$ cat src/verilog/host_if_pkg.sv
package host_if_pkg;

    // ****************************************
    // synchronised pin vector layout
    // ****************************************
    localparam int SYNC_W = 15;
    localparam int D_LSB = 0;
    localparam int WR_BIT = 8;
    localparam int RD_BIT = 9;
    localparam int A0_BIT = 10;
    localparam int CS_BIT = 11;
    localparam int MODE_LSB = 12;
    localparam logic [SYNC_W-1:0] SYNC_IDLE = 15'h0f03;

    // ****************************************
    // mode pins as {im2, im1, im0}
    // ****************************************
    localparam logic [2:0] MODE_PINS_6800 = 3'h4;
    localparam logic [2:0] MODE_PINS_8080 = 3'h6;
    localparam logic [2:0] MODE_PINS_SPI3 = 3'h1;
    localparam logic [2:0] MODE_PINS_I2C = 3'h2;

    // ****************************************
    // serial framing
    // ****************************************
    localparam int SCL_BIT = 0;
    localparam int SDA_BIT = 1;
    localparam int CONT_BIT = 7;
    localparam int DC_BIT = 6;
    localparam int RW_BIT = 0;
    localparam logic [5:0] I2C_ADDR_HIGH = 6'h1e;
    localparam logic [3:0] CNT_ZERO = 4'h0;
    localparam logic [3:0] CNT_ONE = 4'h1;
    localparam logic [3:0] SPI4_LAST = 4'h7;
    localparam logic [3:0] SPI3_LAST = 4'h8;
    localparam logic [3:0] I2C_LAST = 4'h7;

    // ****************************************
    // data path
    // ****************************************
    localparam int BYTE_W = 8;
    localparam int FIFO_W = 9;
    localparam int FIFO_DEPTH = 16;
    localparam logic [7:0] BUS_ALL = 8'hff;
    localparam logic [7:0] BUS_NONE = 8'h00;
    localparam logic [7:0] SDA_ONLY = 8'h02;

    typedef enum logic [2:0] {
        mode_6800, mode_8080, mode_spi4, mode_spi3, mode_i2c
    } host_mode_t;

    typedef enum logic [2:0] {
        i2c_idle, i2c_rx, i2c_ack, i2c_ackhold, i2c_tx, i2c_txack
    } i2c_state_t;

    typedef enum logic [1:0] {
        ph_addr, ph_ctrl, ph_data, ph_stream
    } i2c_phase_t;

endpackage : host_if_pkg
$ cat src/verilog/display_host_interface.sv
`timescale 1ns/10ps

// ****************************************
// write buffer
// ****************************************
module byte_fifo #(
    parameter int W = 9,
    parameter int DEPTH = 16
) (
    input wire logic clk_sys,
    input wire logic reset,
    input wire logic in_valid,
    output logic in_ready,
    input wire logic [W-1:0] in_data,
    output logic out_valid,
    input wire logic out_ready,
    output logic [W-1:0] out_data
);
    localparam int AW = $clog2(DEPTH);
    logic [W-1:0] mem [DEPTH];
    logic [AW-1:0] wp_r, rp_r, rp_nxt;
    logic [AW:0] cnt_r, cnt_nxt;
    logic push, pop;

    // head is kept in a flop so the output never sees the memory mux
    assign push = in_valid & in_ready;
    assign pop = out_valid & out_ready;
    assign rp_nxt = pop ? rp_r + AW'(1) : rp_r;
    assign cnt_nxt = cnt_r + (AW+1)'(push) - (AW+1)'(pop);

    always_ff @(posedge clk_sys) begin
        if (push) begin
            mem[wp_r] <= in_data;
        end
    end

    always_ff @(posedge clk_sys) begin
        if (reset) begin
            wp_r <= '0;
            rp_r <= '0;
            cnt_r <= '0;
            in_ready <= 1'b1;
            out_valid <= 1'b0;
            out_data <= '0;
        end else begin
            if (push) begin
                wp_r <= wp_r + AW'(1);
            end
            rp_r <= rp_nxt;
            cnt_r <= cnt_nxt;
            in_ready <= cnt_nxt != (AW+1)'(DEPTH);
            out_valid <= cnt_nxt != '0;
            out_data <= (push && wp_r == rp_nxt) ? in_data : mem[rp_nxt];
        end
    end
endmodule : byte_fifo

module display_host_interface
    import host_if_pkg::*;
(
    input wire logic clk_sys,
    input wire logic reset,
    input wire logic [2:0] interface_mode_pins,
    input wire logic cs_n,
    input wire logic data_command_select,
    input wire logic strobe_rd_e,
    input wire logic strobe_wr_rw,
    input wire logic [7:0] d_in,
    output logic [7:0] d_out,
    output logic [7:0] d_oe,
    input wire logic [7:0] status_in,
    input wire logic [7:0] ram_rd_data,
    output logic ram_rd_next,
    output logic wr_valid,
    input wire logic wr_ready,
    output logic [7:0] wr_byte,
    output logic wr_to_ram,
    output logic overrun
);
    // ****************************************
    // pin synchronisers
    // ****************************************
    logic [SYNC_W-1:0] sync1_r, sync2_r, prev_r;
    host_mode_t mode_r;

    always_ff @(posedge clk_sys) begin
        if (reset) begin
            sync1_r <= SYNC_IDLE;
            sync2_r <= SYNC_IDLE;
            prev_r <= SYNC_IDLE;
        end else begin
            sync1_r <= {interface_mode_pins, cs_n, data_command_select,
                        strobe_rd_e, strobe_wr_rw, d_in};
            sync2_r <= sync1_r;
            prev_r <= sync2_r;
        end
    end

    // mode pins are static straps; unknown codes fall back to 4-wire
    always_ff @(posedge clk_sys) begin
        if (reset) begin
            mode_r <= mode_spi4;
        end else begin
            case (sync2_r[MODE_LSB +: 3])
                MODE_PINS_6800: mode_r <= mode_6800;
                MODE_PINS_8080: mode_r <= mode_8080;
                MODE_PINS_SPI3: mode_r <= mode_spi3;
                MODE_PINS_I2C: mode_r <= mode_i2c;
                default: mode_r <= mode_spi4;
            endcase
        end
    end

    logic cs_act, a0, scl, sda, scl_rise, scl_fall, i2c_start, i2c_stop;
    logic par_mode, spi_mode, i2c_mode;
    assign cs_act = ~sync2_r[CS_BIT];
    assign a0 = sync2_r[A0_BIT];
    assign scl = sync2_r[D_LSB + SCL_BIT];
    assign sda = sync2_r[D_LSB + SDA_BIT];
    assign scl_rise = scl & ~prev_r[D_LSB + SCL_BIT];
    assign scl_fall = ~scl & prev_r[D_LSB + SCL_BIT];
    assign par_mode = mode_r == mode_6800 || mode_r == mode_8080;
    assign spi_mode = mode_r == mode_spi4 || mode_r == mode_spi3;
    assign i2c_mode = mode_r == mode_i2c;
    assign i2c_start = i2c_mode & scl & prev_r[D_LSB + SCL_BIT]
                       & ~sda & prev_r[D_LSB + SDA_BIT];
    assign i2c_stop = i2c_mode & scl & prev_r[D_LSB + SCL_BIT]
                      & sda & ~prev_r[D_LSB + SDA_BIT];

    // ****************************************
    // parallel bus
    // ****************************************
    logic par_act, par_read, par_end;
    logic par_act_r, par_read_r, par_a0_r, par_drive_r;
    logic [7:0] par_data_r, par_out_r, rd_latch_r;

    always_comb begin
        if (mode_r == mode_6800) begin
            par_act = cs_act & sync2_r[RD_BIT];
            par_read = sync2_r[WR_BIT];
        end else begin
            par_act = cs_act & (~sync2_r[RD_BIT] | ~sync2_r[WR_BIT]);
            par_read = ~sync2_r[RD_BIT];
        end
    end
    assign par_end = par_mode & par_act_r & ~par_act;

    // data and a0 are held from the last active cycle, since the strobe
    // and the bus pass equal synchroniser depth
    always_ff @(posedge clk_sys) begin
        if (reset) begin
            par_act_r <= 1'b0;
            par_read_r <= 1'b0;
            par_a0_r <= 1'b0;
            par_data_r <= BUS_NONE;
            par_drive_r <= 1'b0;
            par_out_r <= BUS_NONE;
        end else begin
            par_act_r <= par_mode & par_act;
            if (par_mode & par_act) begin
                par_read_r <= par_read;
                par_a0_r <= a0;
                par_data_r <= sync2_r[D_LSB +: BYTE_W];
            end
            par_drive_r <= par_mode & par_act & par_read;
            par_out_r <= a0 ? rd_latch_r : status_in;
        end
    end

    // ****************************************
    // 3- and 4-wire serial
    // ****************************************
    logic [3:0] bit_cnt_r, spi_last;
    logic [8:0] shift_r;
    logic spi_done;
    assign spi_last = (mode_r == mode_spi4) ? SPI4_LAST : SPI3_LAST;
    assign spi_done = spi_mode & cs_act & scl_rise & (bit_cnt_r == spi_last);

    always_ff @(posedge clk_sys) begin
        if (reset) begin
            bit_cnt_r <= CNT_ZERO;
            shift_r <= '0;
        end else if (!spi_mode || !cs_act) begin
            bit_cnt_r <= CNT_ZERO;
        end else if (scl_rise) begin
            shift_r <= {shift_r[7:0], sda};
            bit_cnt_r <= spi_done ? CNT_ZERO : bit_cnt_r + CNT_ONE;
        end
    end

    // ****************************************
    // i2c slave
    // ****************************************
    i2c_state_t state_r;
    i2c_phase_t phase_r;
    logic [3:0] i2c_cnt_r;
    logic [7:0] i2c_sh_r, tx_r, rx_byte, tx_next;
    logic rw_r, dc_last_r, ack_en_r, sda_low_r, byte_in, i2c_load, i2c_push;
    logic fifo_in_ready;

    assign rx_byte = {i2c_sh_r[6:0], sda};
    assign byte_in = state_r == i2c_rx && scl_rise && i2c_cnt_r == I2C_LAST;
    assign tx_next = dc_last_r ? rd_latch_r : status_in;
    assign i2c_load = i2c_mode & scl_fall
                      & ((state_r == i2c_ackhold & rw_r)
                         | state_r == i2c_txack);
    // a full buffer turns into a withheld acknowledge
    assign i2c_push = i2c_mode & byte_in & fifo_in_ready
                      & (phase_r == ph_data | phase_r == ph_stream);

    always_ff @(posedge clk_sys) begin
        if (reset) begin
            state_r <= i2c_idle;
            phase_r <= ph_addr;
            i2c_cnt_r <= CNT_ZERO;
            i2c_sh_r <= BUS_NONE;
            tx_r <= BUS_NONE;
            rw_r <= 1'b0;
            dc_last_r <= 1'b0;
            ack_en_r <= 1'b0;
            sda_low_r <= 1'b0;
        end else if (!i2c_mode || i2c_stop) begin
            state_r <= i2c_idle;
            sda_low_r <= 1'b0;
        end else if (i2c_start) begin
            state_r <= i2c_rx;
            phase_r <= ph_addr;
            i2c_cnt_r <= CNT_ZERO;
            sda_low_r <= 1'b0;
        end else begin
            case (state_r)
                i2c_rx: begin
                    if (scl_rise) begin
                        i2c_sh_r <= rx_byte;
                        i2c_cnt_r <= i2c_cnt_r + CNT_ONE;
                    end
                    if (byte_in) begin
                        state_r <= i2c_ack;
                        ack_en_r <= 1'b1;
                        case (phase_r)
                            ph_addr: begin
                                if (rx_byte[7:1] == {I2C_ADDR_HIGH, a0}) begin
                                    rw_r <= rx_byte[RW_BIT];
                                    phase_r <= ph_ctrl;
                                end else begin
                                    state_r <= i2c_idle;
                                end
                            end
                            ph_ctrl: begin
                                dc_last_r <= rx_byte[DC_BIT];
                                phase_r <= rx_byte[CONT_BIT] ? ph_data
                                                             : ph_stream;
                            end
                            ph_data: begin
                                ack_en_r <= fifo_in_ready;
                                phase_r <= ph_ctrl;
                            end
                            default: begin
                                ack_en_r <= fifo_in_ready;
                            end
                        endcase
                    end
                end
                i2c_ack: begin
                    if (scl_fall) begin
                        sda_low_r <= ack_en_r;
                        state_r <= i2c_ackhold;
                    end
                end
                i2c_ackhold: begin
                    if (scl_fall) begin
                        i2c_cnt_r <= CNT_ZERO;
                        if (rw_r) begin
                            state_r <= i2c_tx;
                            tx_r <= tx_next;
                            sda_low_r <= ~tx_next[7];
                        end else begin
                            state_r <= i2c_rx;
                            sda_low_r <= 1'b0;
                        end
                    end
                end
                i2c_tx: begin
                    if (scl_fall) begin
                        i2c_cnt_r <= i2c_cnt_r + CNT_ONE;
                        tx_r <= {tx_r[6:0], 1'b0};
                        if (i2c_cnt_r == I2C_LAST) begin
                            state_r <= i2c_txack;
                            sda_low_r <= 1'b0;
                        end else begin
                            sda_low_r <= ~tx_r[6];
                        end
                    end
                end
                i2c_txack: begin
                    if (scl_rise && sda) begin
                        state_r <= i2c_idle;
                    end else if (scl_fall) begin
                        state_r <= i2c_tx;
                        i2c_cnt_r <= CNT_ZERO;
                        tx_r <= tx_next;
                        sda_low_r <= ~tx_next[7];
                    end
                end
                default: begin
                    sda_low_r <= 1'b0;
                end
            endcase
        end
    end

    // ****************************************
    // write path into the buffer
    // ****************************************
    logic push_valid_r, overrun_r;
    logic [8:0] push_data_r;

    always_ff @(posedge clk_sys) begin
        if (reset) begin
            push_valid_r <= 1'b0;
            push_data_r <= '0;
        end else begin
            push_valid_r <= 1'b0;
            if (par_end && !par_read_r) begin
                push_valid_r <= 1'b1;
                push_data_r <= {par_a0_r, par_data_r};
            end else if (spi_done && mode_r == mode_spi4) begin
                push_valid_r <= 1'b1;
                push_data_r <= {a0, shift_r[6:0], sda};
            end else if (spi_done) begin
                push_valid_r <= 1'b1;
                push_data_r <= {shift_r[7], shift_r[6:0], sda};
            end else if (i2c_push) begin
                push_valid_r <= 1'b1;
                push_data_r <= {dc_last_r, rx_byte};
            end
        end
    end

    // parallel and spi hosts cannot be stalled, so a lost byte is flagged
    always_ff @(posedge clk_sys) begin
        if (reset) begin
            overrun_r <= 1'b0;
        end else if (push_valid_r && !fifo_in_ready) begin
            overrun_r <= 1'b1;
        end
    end

    // ****************************************
    // read pipeline and pin drivers
    // ****************************************
    // ram data is a read behind: each read returns the previous fetch
    always_ff @(posedge clk_sys) begin
        if (reset) begin
            rd_latch_r <= BUS_NONE;
            ram_rd_next <= 1'b0;
        end else begin
            ram_rd_next <= 1'b0;
            if ((par_end && par_read_r && par_a0_r)
                || (i2c_load && dc_last_r)) begin
                rd_latch_r <= ram_rd_data;
                ram_rd_next <= 1'b1;
            end
        end
    end

    always_ff @(posedge clk_sys) begin
        if (reset) begin
            d_out <= BUS_NONE;
            d_oe <= BUS_NONE;
        end else if (i2c_mode) begin
            d_out <= BUS_NONE;
            d_oe <= sda_low_r ? SDA_ONLY : BUS_NONE;
        end else begin
            d_out <= par_out_r;
            d_oe <= par_drive_r ? BUS_ALL : BUS_NONE;
        end
    end

    assign overrun = overrun_r;

    byte_fifo #(.W(FIFO_W), .DEPTH(FIFO_DEPTH)) u_fifo (
        .clk_sys(clk_sys),
        .reset(reset),
        .in_valid(push_valid_r),
        .in_ready(fifo_in_ready),
        .in_data(push_data_r),
        .out_valid(wr_valid),
        .out_ready(wr_ready),
        .out_data({wr_to_ram, wr_byte})
    );
endmodule : display_host_interface

$ cat config.mk
export PLATFORM = sky130hd
export DESIGN_NAME = display_host_interface
export DESIGN_NICKNAME = d
export VERILOG_FILES = /design/src/verilog/host_if_pkg.sv /design/src/verilog/display_host_interface.sv
export SDC_FILE = /design/constraint.sdc
export NUM_CORES = 1
export LEC_CHECK = 0
export ABC_AREA = 1
export BUFFER_PORTS_ARGS = -buffer_cell sky130_fd_sc_hd__buf_4
export CORE_ASPECT_RATIO = 1.75
export CORE_MARGIN = 5
export CORE_UTILIZATION = 35
export CTS_CLUSTER_SIZE = 16
export DETAILED_ROUTE_END_ITERATION = 10
export HOLD_SLACK_MARGIN = 0.06
export MAX_ROUTING_LAYER = met4
export PLACE_DENSITY = 0.46
export SKIP_LAST_GASP = 1
export SLEW_MARGIN = 20
export SYNTH_ARGS = -nofsm -noshare
export SYNTH_HDL_FRONTEND = slang
export SYNTH_SLANG_ARGS = --single-unit
$ cat constraint.sdc
create_clock -name clk_sys -period 2.5 [get_ports clk_sys]
set_input_delay 0.5 -clock clk_sys [delete_from_list [all_inputs] [get_ports clk_sys]]
set_output_delay 0.5 -clock clk_sys [all_outputs]
set_load 0.01 [all_outputs]
-- After elaboration in Yosys (flattened, before gate mapping)
Memory sizes are Yosys's and may differ from the RTL's. A register that Yosys moved wholly into a read port is not among the register bits.
Index checks and enable logic that the tools add are counted.
- bits in registers: 145
- output and inout bits: 28
- bits of input ports: 34
- memories: 1
- word-level logic and storage cells: 227
- memory bits (writable): 144
- reduce and logical (&&, ||, !) cells: 45
- add/sub/neg operators: 6
- bitwise logic cells: 42
- mux-type cells: 61
- equal/unequal tests: 38
- memories (name ; depth ; bits a word ; read ports ; clocked after Yosys merged registers in ; wr ports ; line ; source):
    u_fifo.mem ; 16 ; 9 ; 1 ; 1 ; 1 ; display_host_interface.sv:20 ; logic [W-1:0] mem [DEPTH];
- operator list (cell ; count):
    2-to-1 mux 9 bit ; 4
    2-to-1 mux 7 bit ; 5
    2-to-1 mux 4 bit ; 8
    2-to-1 mux 8 bit ; 4
    AND 1 bit ; 25
    2-to-1 mux 3 bit ; 8
    != test 3 bit (second input constant) ; 8
    case mux 7 bit (3 select lines) ; 1
    2-to-1 mux 1 bit ; 19
    adder 4 x 1 -> 4 bit (second input constant) ; 4
    != test 2 bit (second input constant) ; 8
    case mux 4 bit (4 select lines) ; 1
    equality test 3 x 2 -> 1 bit (second input constant) ; 5
    equality test 3 bit (second input constant) ; 5
    case mux 3 bit (5 select lines) ; 1
    AND reduction 5 bit ; 3
    nonzero test 5 bit ; 3
    2-to-1 mux 2 bit ; 7
    NOT 1 bit ; 14
    AND reduction 7 bit ; 2
    case mux 3 bit (4 select lines) ; 1
    AND reduction 6 bit ; 2
    equality test 3 x 1 -> 1 bit (second input constant) ; 3
    logical AND 1 bit ; 9
    other kinds (26) ; 42

-- Depth between registers and ports, before layout
Gate-level depths: netlist of run 1.
- word-level depth: 11
- depth in mapped cells: 12
- mapped depth without buffers: 12

-- Hierarchy
A second synthesis of run 1 with hierarchy kept.
- cell total of the unflattened synthesis: 1448
- area total of the unflattened synthesis: 12913.6 sq um
- modules (own cells, without submodules) (module ; area each (sq um) ; cells each ; sequential area each (sq um) ; times used):
    byte_fifo ; 7626.1 ; 730 ; 4804.6 ; 1
    display_host_interface ; 5287.6 ; 718 ; 2482.4 ; 1

-- Least setup slack after synthesis of run 1
Ideal clock, no wire load.
- kind: input to register
- start point: input wr_ready
- end point: register u_fifo.in_ready
- library setup time: 0.115 ns
- data required time: 2.385 ns
- arrival: 2.043 ns
- stages on the path: 12
- setup slack: 0.342 ns
- buffers on the path: 0
- path through: nand2_1 inv_1 ha_1 inv_1 ha_1 fa_1 nand2_1 nand2_1 a21oi_1 xnor2_1 nor2_1 nand2_1
- word-level cells in the longest chain between the ends: 3
- ends and longest elaborated chain (what ; line ; source):
    start, declared ; display_host_interface.sv:75 ; input wire logic wr_ready,
    AND 1 bit ; display_host_interface.sv:27 ; assign pop = out_valid & out_ready;
    subtractor 5 x 1 -> 5 bit ; display_host_interface.sv:29 ; assign cnt_nxt = cnt_r + (AW+1)'(push) - (AW+1)'(pop);
    != test 5 bit ; display_host_interface.sv:51 ; in_ready <= cnt_nxt != (AW+1)'(DEPTH);
    end signal, assigned ; display_host_interface.sv:51 ;
    end, declared ; display_host_interface.sv:13 ; output logic in_ready,
Every way passes these cells.
A chain may end at the register's enable or synchronous reset.

-- Final worst setup path of run 1
- start point: register u_fifo.out_valid
- end point: register u_fifo.in_ready
- word-level cells in the longest chain between the ends: 3
- ends and longest elaborated chain (what ; line ; source):
    start, declared ; display_host_interface.sv:15 ; output logic out_valid,
    start signal, assigned ; display_host_interface.sv:43 ; out_valid <= 1'b0;
    start signal, assigned ; display_host_interface.sv:52 ; out_valid <= cnt_nxt != '0;
    AND 1 bit ; display_host_interface.sv:27 ;
    subtractor 5 x 1 -> 5 bit ; display_host_interface.sv:29 ;
    != test 5 bit ; display_host_interface.sv:51 ;
Every way passes these cells.

==> impl_metrics.tcl, run 1 <==
set metrics [dict create \
    status "finished, final reports clean" \
    setup_viol 0 \
    grt_max_degree 43 \
    firstDrtPassIters 5 \
    hold_violations 0 \
    clock-sinks 292 \
    switching_share_pct 26.8 \
    drive_above_1_share_pct 14.1 \
    path_class "flip-flop to flip-flop" \
    post_cts_buffers 0 \
    worstReg2RegStart "u_fifo.out_valid" \
    fp.dieH_um 263 \
    synthCells 1465 \
    routedWlPerCell_um 16.9 \
    clockBufferDepth 3 \
    insertion_delay_ns 0.56 \
    grt_setup_unrepaired "no" \
    avgViaCountPerCell 4.76 \
    wirelength_um 34400 \
    met3_usage_pct 1.81 \
    die_x_um 155 \
    p_sw_mw 3.05 \
    r2r_slack_ns 0.45 \
    synth_area_um2 12800 \
    slew_headroom_pct 39.0 \
    htree_levels 1 \
    syn-mean-instance-area_um2 8.74 \
    r2r-end "u_fifo.in_ready" \
    ys_ff_latch 292 \
    internal_power_mw 8.35 \
    clock.fmax_ghz 0.487 \
    drv_slew 0 \
    holdBufCountCts 0 \
    critPathCaptureType "flip-flop" \
    num_vias 9696 \
    clockRootBuffer "clkbuf_16" \
    start_kind "flip-flop" \
    io_buffers 61 \
    p_total_mw 11.4 \
    clkPwrFrac_pct 39.2 \
    use_met1_pct 17.9 \
    grt_pass1_vias 9678 \
    cts.clk_slew.worst_paths_ns 0.06 \
    initial_utilization_pct 35.4 \
    ir_worst_vdd_uv 469 \
    drv_cap 0 \
    crit_end "u_fifo.in_ready" \
    fin_cells 2035 \
    grt_pass1_wl_um 53900 \
    p_comb_share_pct 15.6 \
    core_area_um2 36100 \
    crit_start "u_fifo.out_valid" \
    reg2reg_depth 12 \
    fill_cells 3721 \
    pwr-share-seq_pct 45.2 \
    synth_seq_area_share_pct 56.9 \
    ys_types 42 \
    area_growth_pct 16.4 \
    globalRoute.busiestLayer "met2" \
    syn_nets 1513 \
    timing.hold.ws_ns 0.118 \
    period_share_pct 82.2 \
    min_path_cells 2 \
    placementRows 92 \
    dieArea_um2 40600 \
    final_cell_mix "nand2_1 (253), nor2_1 (207), inv_1 (191)" \
    cts_tree "done" \
    mostFrequentLayoutCell "nand2_1" \
    finalSetupTns_ns 0 \
    diodes 0 \
    path_max_fanout 2 \
    ant_nets 0 \
    required_ns 2.95 \
    finClkSkew_ns 0.0161 \
    period_needed_ns 2.05 \
    power_leakage_nw 6.36 \
    drc 0 \
    gp_congestion 0.835 \
    min_path_type "input pin to flip-flop" \
    grt_overflow 0 \
    dp_cells 1981 \
    worstMarginPinSlew_ns 0.914 \
    grt_use_met2_pct 32.5 \
    grtUsageTotal_pct 17.2 \
    dp_hpwl_um 24000 \
    yosys_warnings 0 \
    powerDensity_nw_per_um2 765 \
    cts-resized-gates 0 \
    antenna_found_initial 0 \
    arrival_ns 2.51 \
    io_pins 62 \
    drt_iter0_drc 552 \
    cts_buffers 29 \
    nNetsFinal 1590 \
]
## area by class of cell
cell class	count	area [µm²]	area share, %
Sequential cell	292	7290	48.9
Tap cell	470	588	3.95
Multi-Input combinational cell	903	4410	29.6
Inverter	207	778	5.22
Timing Repair Buffer	109	856	5.74
Clock inverter	11	111	0.748
Clock buffer	43	867	5.82
## worst min path at each step
stage,from,end,slack [ns]
final,d_in[0],sync1_r[0],0.12
after floorplan,sync1_r[12],sync2_r[12],0.39
after detailed placement,sync1_r[0],sync2_r[0],0.39
after global placement,sync1_r[12],sync2_r[12],0.39
after CTS,strobe_wr_rw,sync1_r[8],0.09
after global routing,strobe_wr_rw,sync1_r[8],0.10
## synth_stat cells, drive strengths merged
cell / instances / area [µm²]
a211oi: 4 / 30.0
xor2: 7 / 61.3
buf: 44 / 259
nor3: 9 / 61.3
fa: 1 / 20.0
nand2: 265 / 1020
o21bai: 1 / 7.51
o21ai: 75 / 383
nor2: 217 / 855
nand4: 16 / 128
clkbuf: 19 / 71.3
o31ai: 1 / 7.51
o211ai: 2 / 20.0
clkinv: 4 / 16.3
edfxtp: 144 / 4320
nand3: 161 / 816
or2: 12 / 75.1
a21oi: 62 / 322
dfxtp: 148 / 2960
inv: 203 / 762
xnor2: 2 / 17.5
ha: 13 / 163
a31o: 1 / 8.76
o21a: 1 / 7.51
nand3b: 53 / 398
## through the flow
stage / setup WS [ns] / utilization (%) / area, µm²
5_1_grt: 0.210 / 41.2 / 14900
6_report: 0.446 / 41.2 / 14900
3_5_place_dp: 0.142 / 38.5 / 13900
3_3_place_gp: 0.138 / 38.5 / 13900
4_1_cts: 0.430 / 41.2 / 14900
2_1_floorplan: 0.342 / - / 12800
## critical path: stages, from the launching register on
cell and delay [ns]:
dfxtp_1 0.32, nand2_1 0.08, inv_1 0.04, ha_1 0.26, inv_1 0.04, ha_1 0.22
fa_1 0.43, nand2_1 0.08, nand2_1 0.05, a21oi_1 0.15, xnor2_1 0.10, nor2_1 0.12
nand2_1 0.06
## state kept, by name, summed over array words and instances (netlist names), 5 cells and up
| signal | cells |
|---|---|
| d_out | 8 |
| i2c_sh_r | 7 |
| par_data_r | 8 |
| par_out_r | 8 |
| push_data_r | 9 |
| rd_latch_r | 8 |
| shift_r | 8 |
| sync1_r | 15 |
| sync2_r | 15 |
| tx_r | 7 |
| u_fifo.cnt_r | 5 |
| u_fifo.mem | 144 |
| u_fifo.out_data | 9 |
## power by group through the flow
stage               clock (mW)  combinational (mW)  sequential [mW]
floorplan                    0                1.20             5.26
global placement             0                1.81             5.26
detailed placement           0                1.82             5.25
CTS                       4.63                1.83             5.15
global route              4.79                2.04             5.16
finish                    4.47                1.78             5.15
## cells by family (layout without fill, tap and decap cells)
group                    Yosys count  in the layout  synth area share (%)
AO/OA/AOI/OAI                    147            147                  6.14
XOR/XNOR                           9              9                 0.616
adder cells (fa/ha/maj)           14             14                  1.43
buffers and inverters            270            370                  8.66
flip-flops                       292            292                  56.9
AND/OR/NAND/NOR                  733            733                  26.2
## routing by layer
metal / vias up / part of all wire, % / wire (µm)
met5: - / 0 / 0
met4: 0 / 4.3 / 1480
met3: 80 / 3.1 / 1050
met2: 175 / 55 / 18800
met1: 4542 / 38 / 13100
li1: 4899 / - / -
(Power assumes the default switching activity.)
==> inputs of run 2 (changes only) <==
- clock period: 2.5 -> 1.95 ns (I/O delays scaled with it)
==> impl_metrics.tcl, run 2 (synthesis gave the netlist of run 1 again) <==
set metrics [dict create \
    die_x_um 155 \
    cts.clk_slew.worst_paths_ns 0.06 \
    num_vias 9881 \
    cts_buffers 29 \
    avgViaCountPerCell 4.68 \
    grt_pass1_vias 10000 \
    slew_headroom_pct 57.2 \
    timing.hold.ws_ns 0.121 \
    drv_slew 0 \
    setup_viol 0 \
    regMostFlops "u_fifo.mem" \
    ant_nets 0 \
    start_kind "flip-flop" \
    dp_hpwl_um 24600 \
    mostFrequentLayoutCell "nand2_1" \
    worstMarginPinSlew_ns 0.640 \
    critPathCaptureType "flip-flop" \
    firstDrtPassIters 4 \
    io_pins 62 \
    hold_violations 0 \
    status "finished, final reports clean" \
    largest_reg_flops 144 \
    drc 0 \
    period_needed_ns 1.88 \
    clockRootBuffer "clkbuf_16" \
    area_growth_pct 23.5 \
    arrival_ns 2.32 \
    dieArea_um2 40600 \
    finalSetupTns_ns 0 \
    r2r_slack_ns 0.07 \
    fp.dieH_um 263 \
    clock.fmax_ghz 0.532 \
    cts_tree "done" \
    min_path_type "input pin to flip-flop" \
    ir_worst_vdd_uv 617 \
    core_area_um2 36100 \
    htree_levels 1 \
    drv_cap 0 \
    final_cell_mix "nand2_1 (249), nor2_1 (204), inv_1 (188)" \
    wirelength_um 34900 \
    powerDensity_nw_per_um2 969 \
    finClkSkew_ns 0.0240 \
    antenna_found_initial 0 \
    routedWlPerCell_um 16.5 \
    path_max_fanout 2 \
    path_class "flip-flop to flip-flop" \
    grt_pass1_wl_um 54400 \
    grtUsageTotal_pct 17.4 \
    io_buffers 61 \
    grt_overflow 0 \
    placementRows 92 \
    period_share_pct 96.5 \
    clockBufferDepth 3 \
    drive_above_1_share_pct 17.9 \
    grt_setup_unrepaired "yes" \
    required_ns 2.39 \
    power_leakage_nw 6.80 \
    nNetsFinal 1669 \
    initial_utilization_pct 35.4 \
    clock-sinks 292 \
    diodes 0 \
    grt_max_degree 34 \
    drt_iter0_drc 389 \
    gp_congestion 0.854 \
    reg.largest.list "u_fifo.mem: 144 flops, sync1_r: 15 flops, sync2_r: 15 flops" \
    insertion_delay_ns 0.56 \
]
## run 2: layout make-up
cell class	instances	area [µm²]
Clock buffer	36	776
Clock inverter	15	240
Fill cell	3586	20300
Inverter	207	785
Multi-Input combinational cell	903	4480
Sequential cell	292	7290
Tap cell	470	588
Timing Repair Buffer	188	1650
## run 2: metal layers
layer  track usage (%)  vias to the layer above  routed length [µm]  share of wire, %
li1                  -                     5064                   -                 -
met1              17.4                     4648               12800                37
met2              34.3                      111               20200                58
met3              1.73                       58                 752               2.2
met4              6.02                        0                1150               3.3
met5                 -                        -                   0                 0
## run 2: critical path: stages (launching register included)
cell,delay [ns]
dfxtp_2,0.32
nand2_2,0.06
inv_2,0.04
ha_4,0.25
inv_2,0.04
ha_4,0.16
fa_2,0.36
nand2_1,0.07
nand2_1,0.06
a21oi_2,0.14
xnor2_1,0.09
nor2_1,0.11
nand2_1,0.06
## run 2: what timing repair did
item | 4_1_cts | 5_1_grt
hold buffers | 23 | 0
resized for setup | 3 | 18
pin swaps | 2 | 10
cloned | 0 | 1
buffers inserted | 0 | 7
endpoints found under the setup margin | 4 | 16
hold endpoints to repair | 23 | 0
## run 2: worst paths after layout
path | startpoint | endpoint | cells past startpoint
setup / recovery | u_fifo.out_valid | u_fifo.in_ready | 12
hold / removal | status_in[3] | par_out_r[3] | 3
setup reg to reg | u_fifo.out_valid | u_fifo.in_ready | 12
hold reg to reg | sync1_r[14] | sync2_r[14] | 2
## run 2: per-stage QoR
stage | total power [mW] | cell area (µm²) | worst slack, ns | util, % | instances
after floorplan | 8.24 | 12800 | 0.00970 | - | 1465
after global placement | 9.33 | 14400 | -0.203 | 39.8 | 2029
after detailed placement | 9.33 | 14400 | -0.201 | 39.8 | 2029
after CTS | 15.4 | 15600 | 0.000447 | 43.3 | 2103
after global routing | 16.0 | 15800 | -0.0432 | 43.7 | 2111
final | 15.3 | 15800 | 0.0692 | 43.7 | 2111
## run 2: power breakdown
group	leakage [nW]	internal, mW	total, mW	switching (mW)
sequential	2.54	6.53	6.60	0.0750
combinational	3.76	1.18	2.70	1.52
clock	0.496	3.62	6.00	2.39
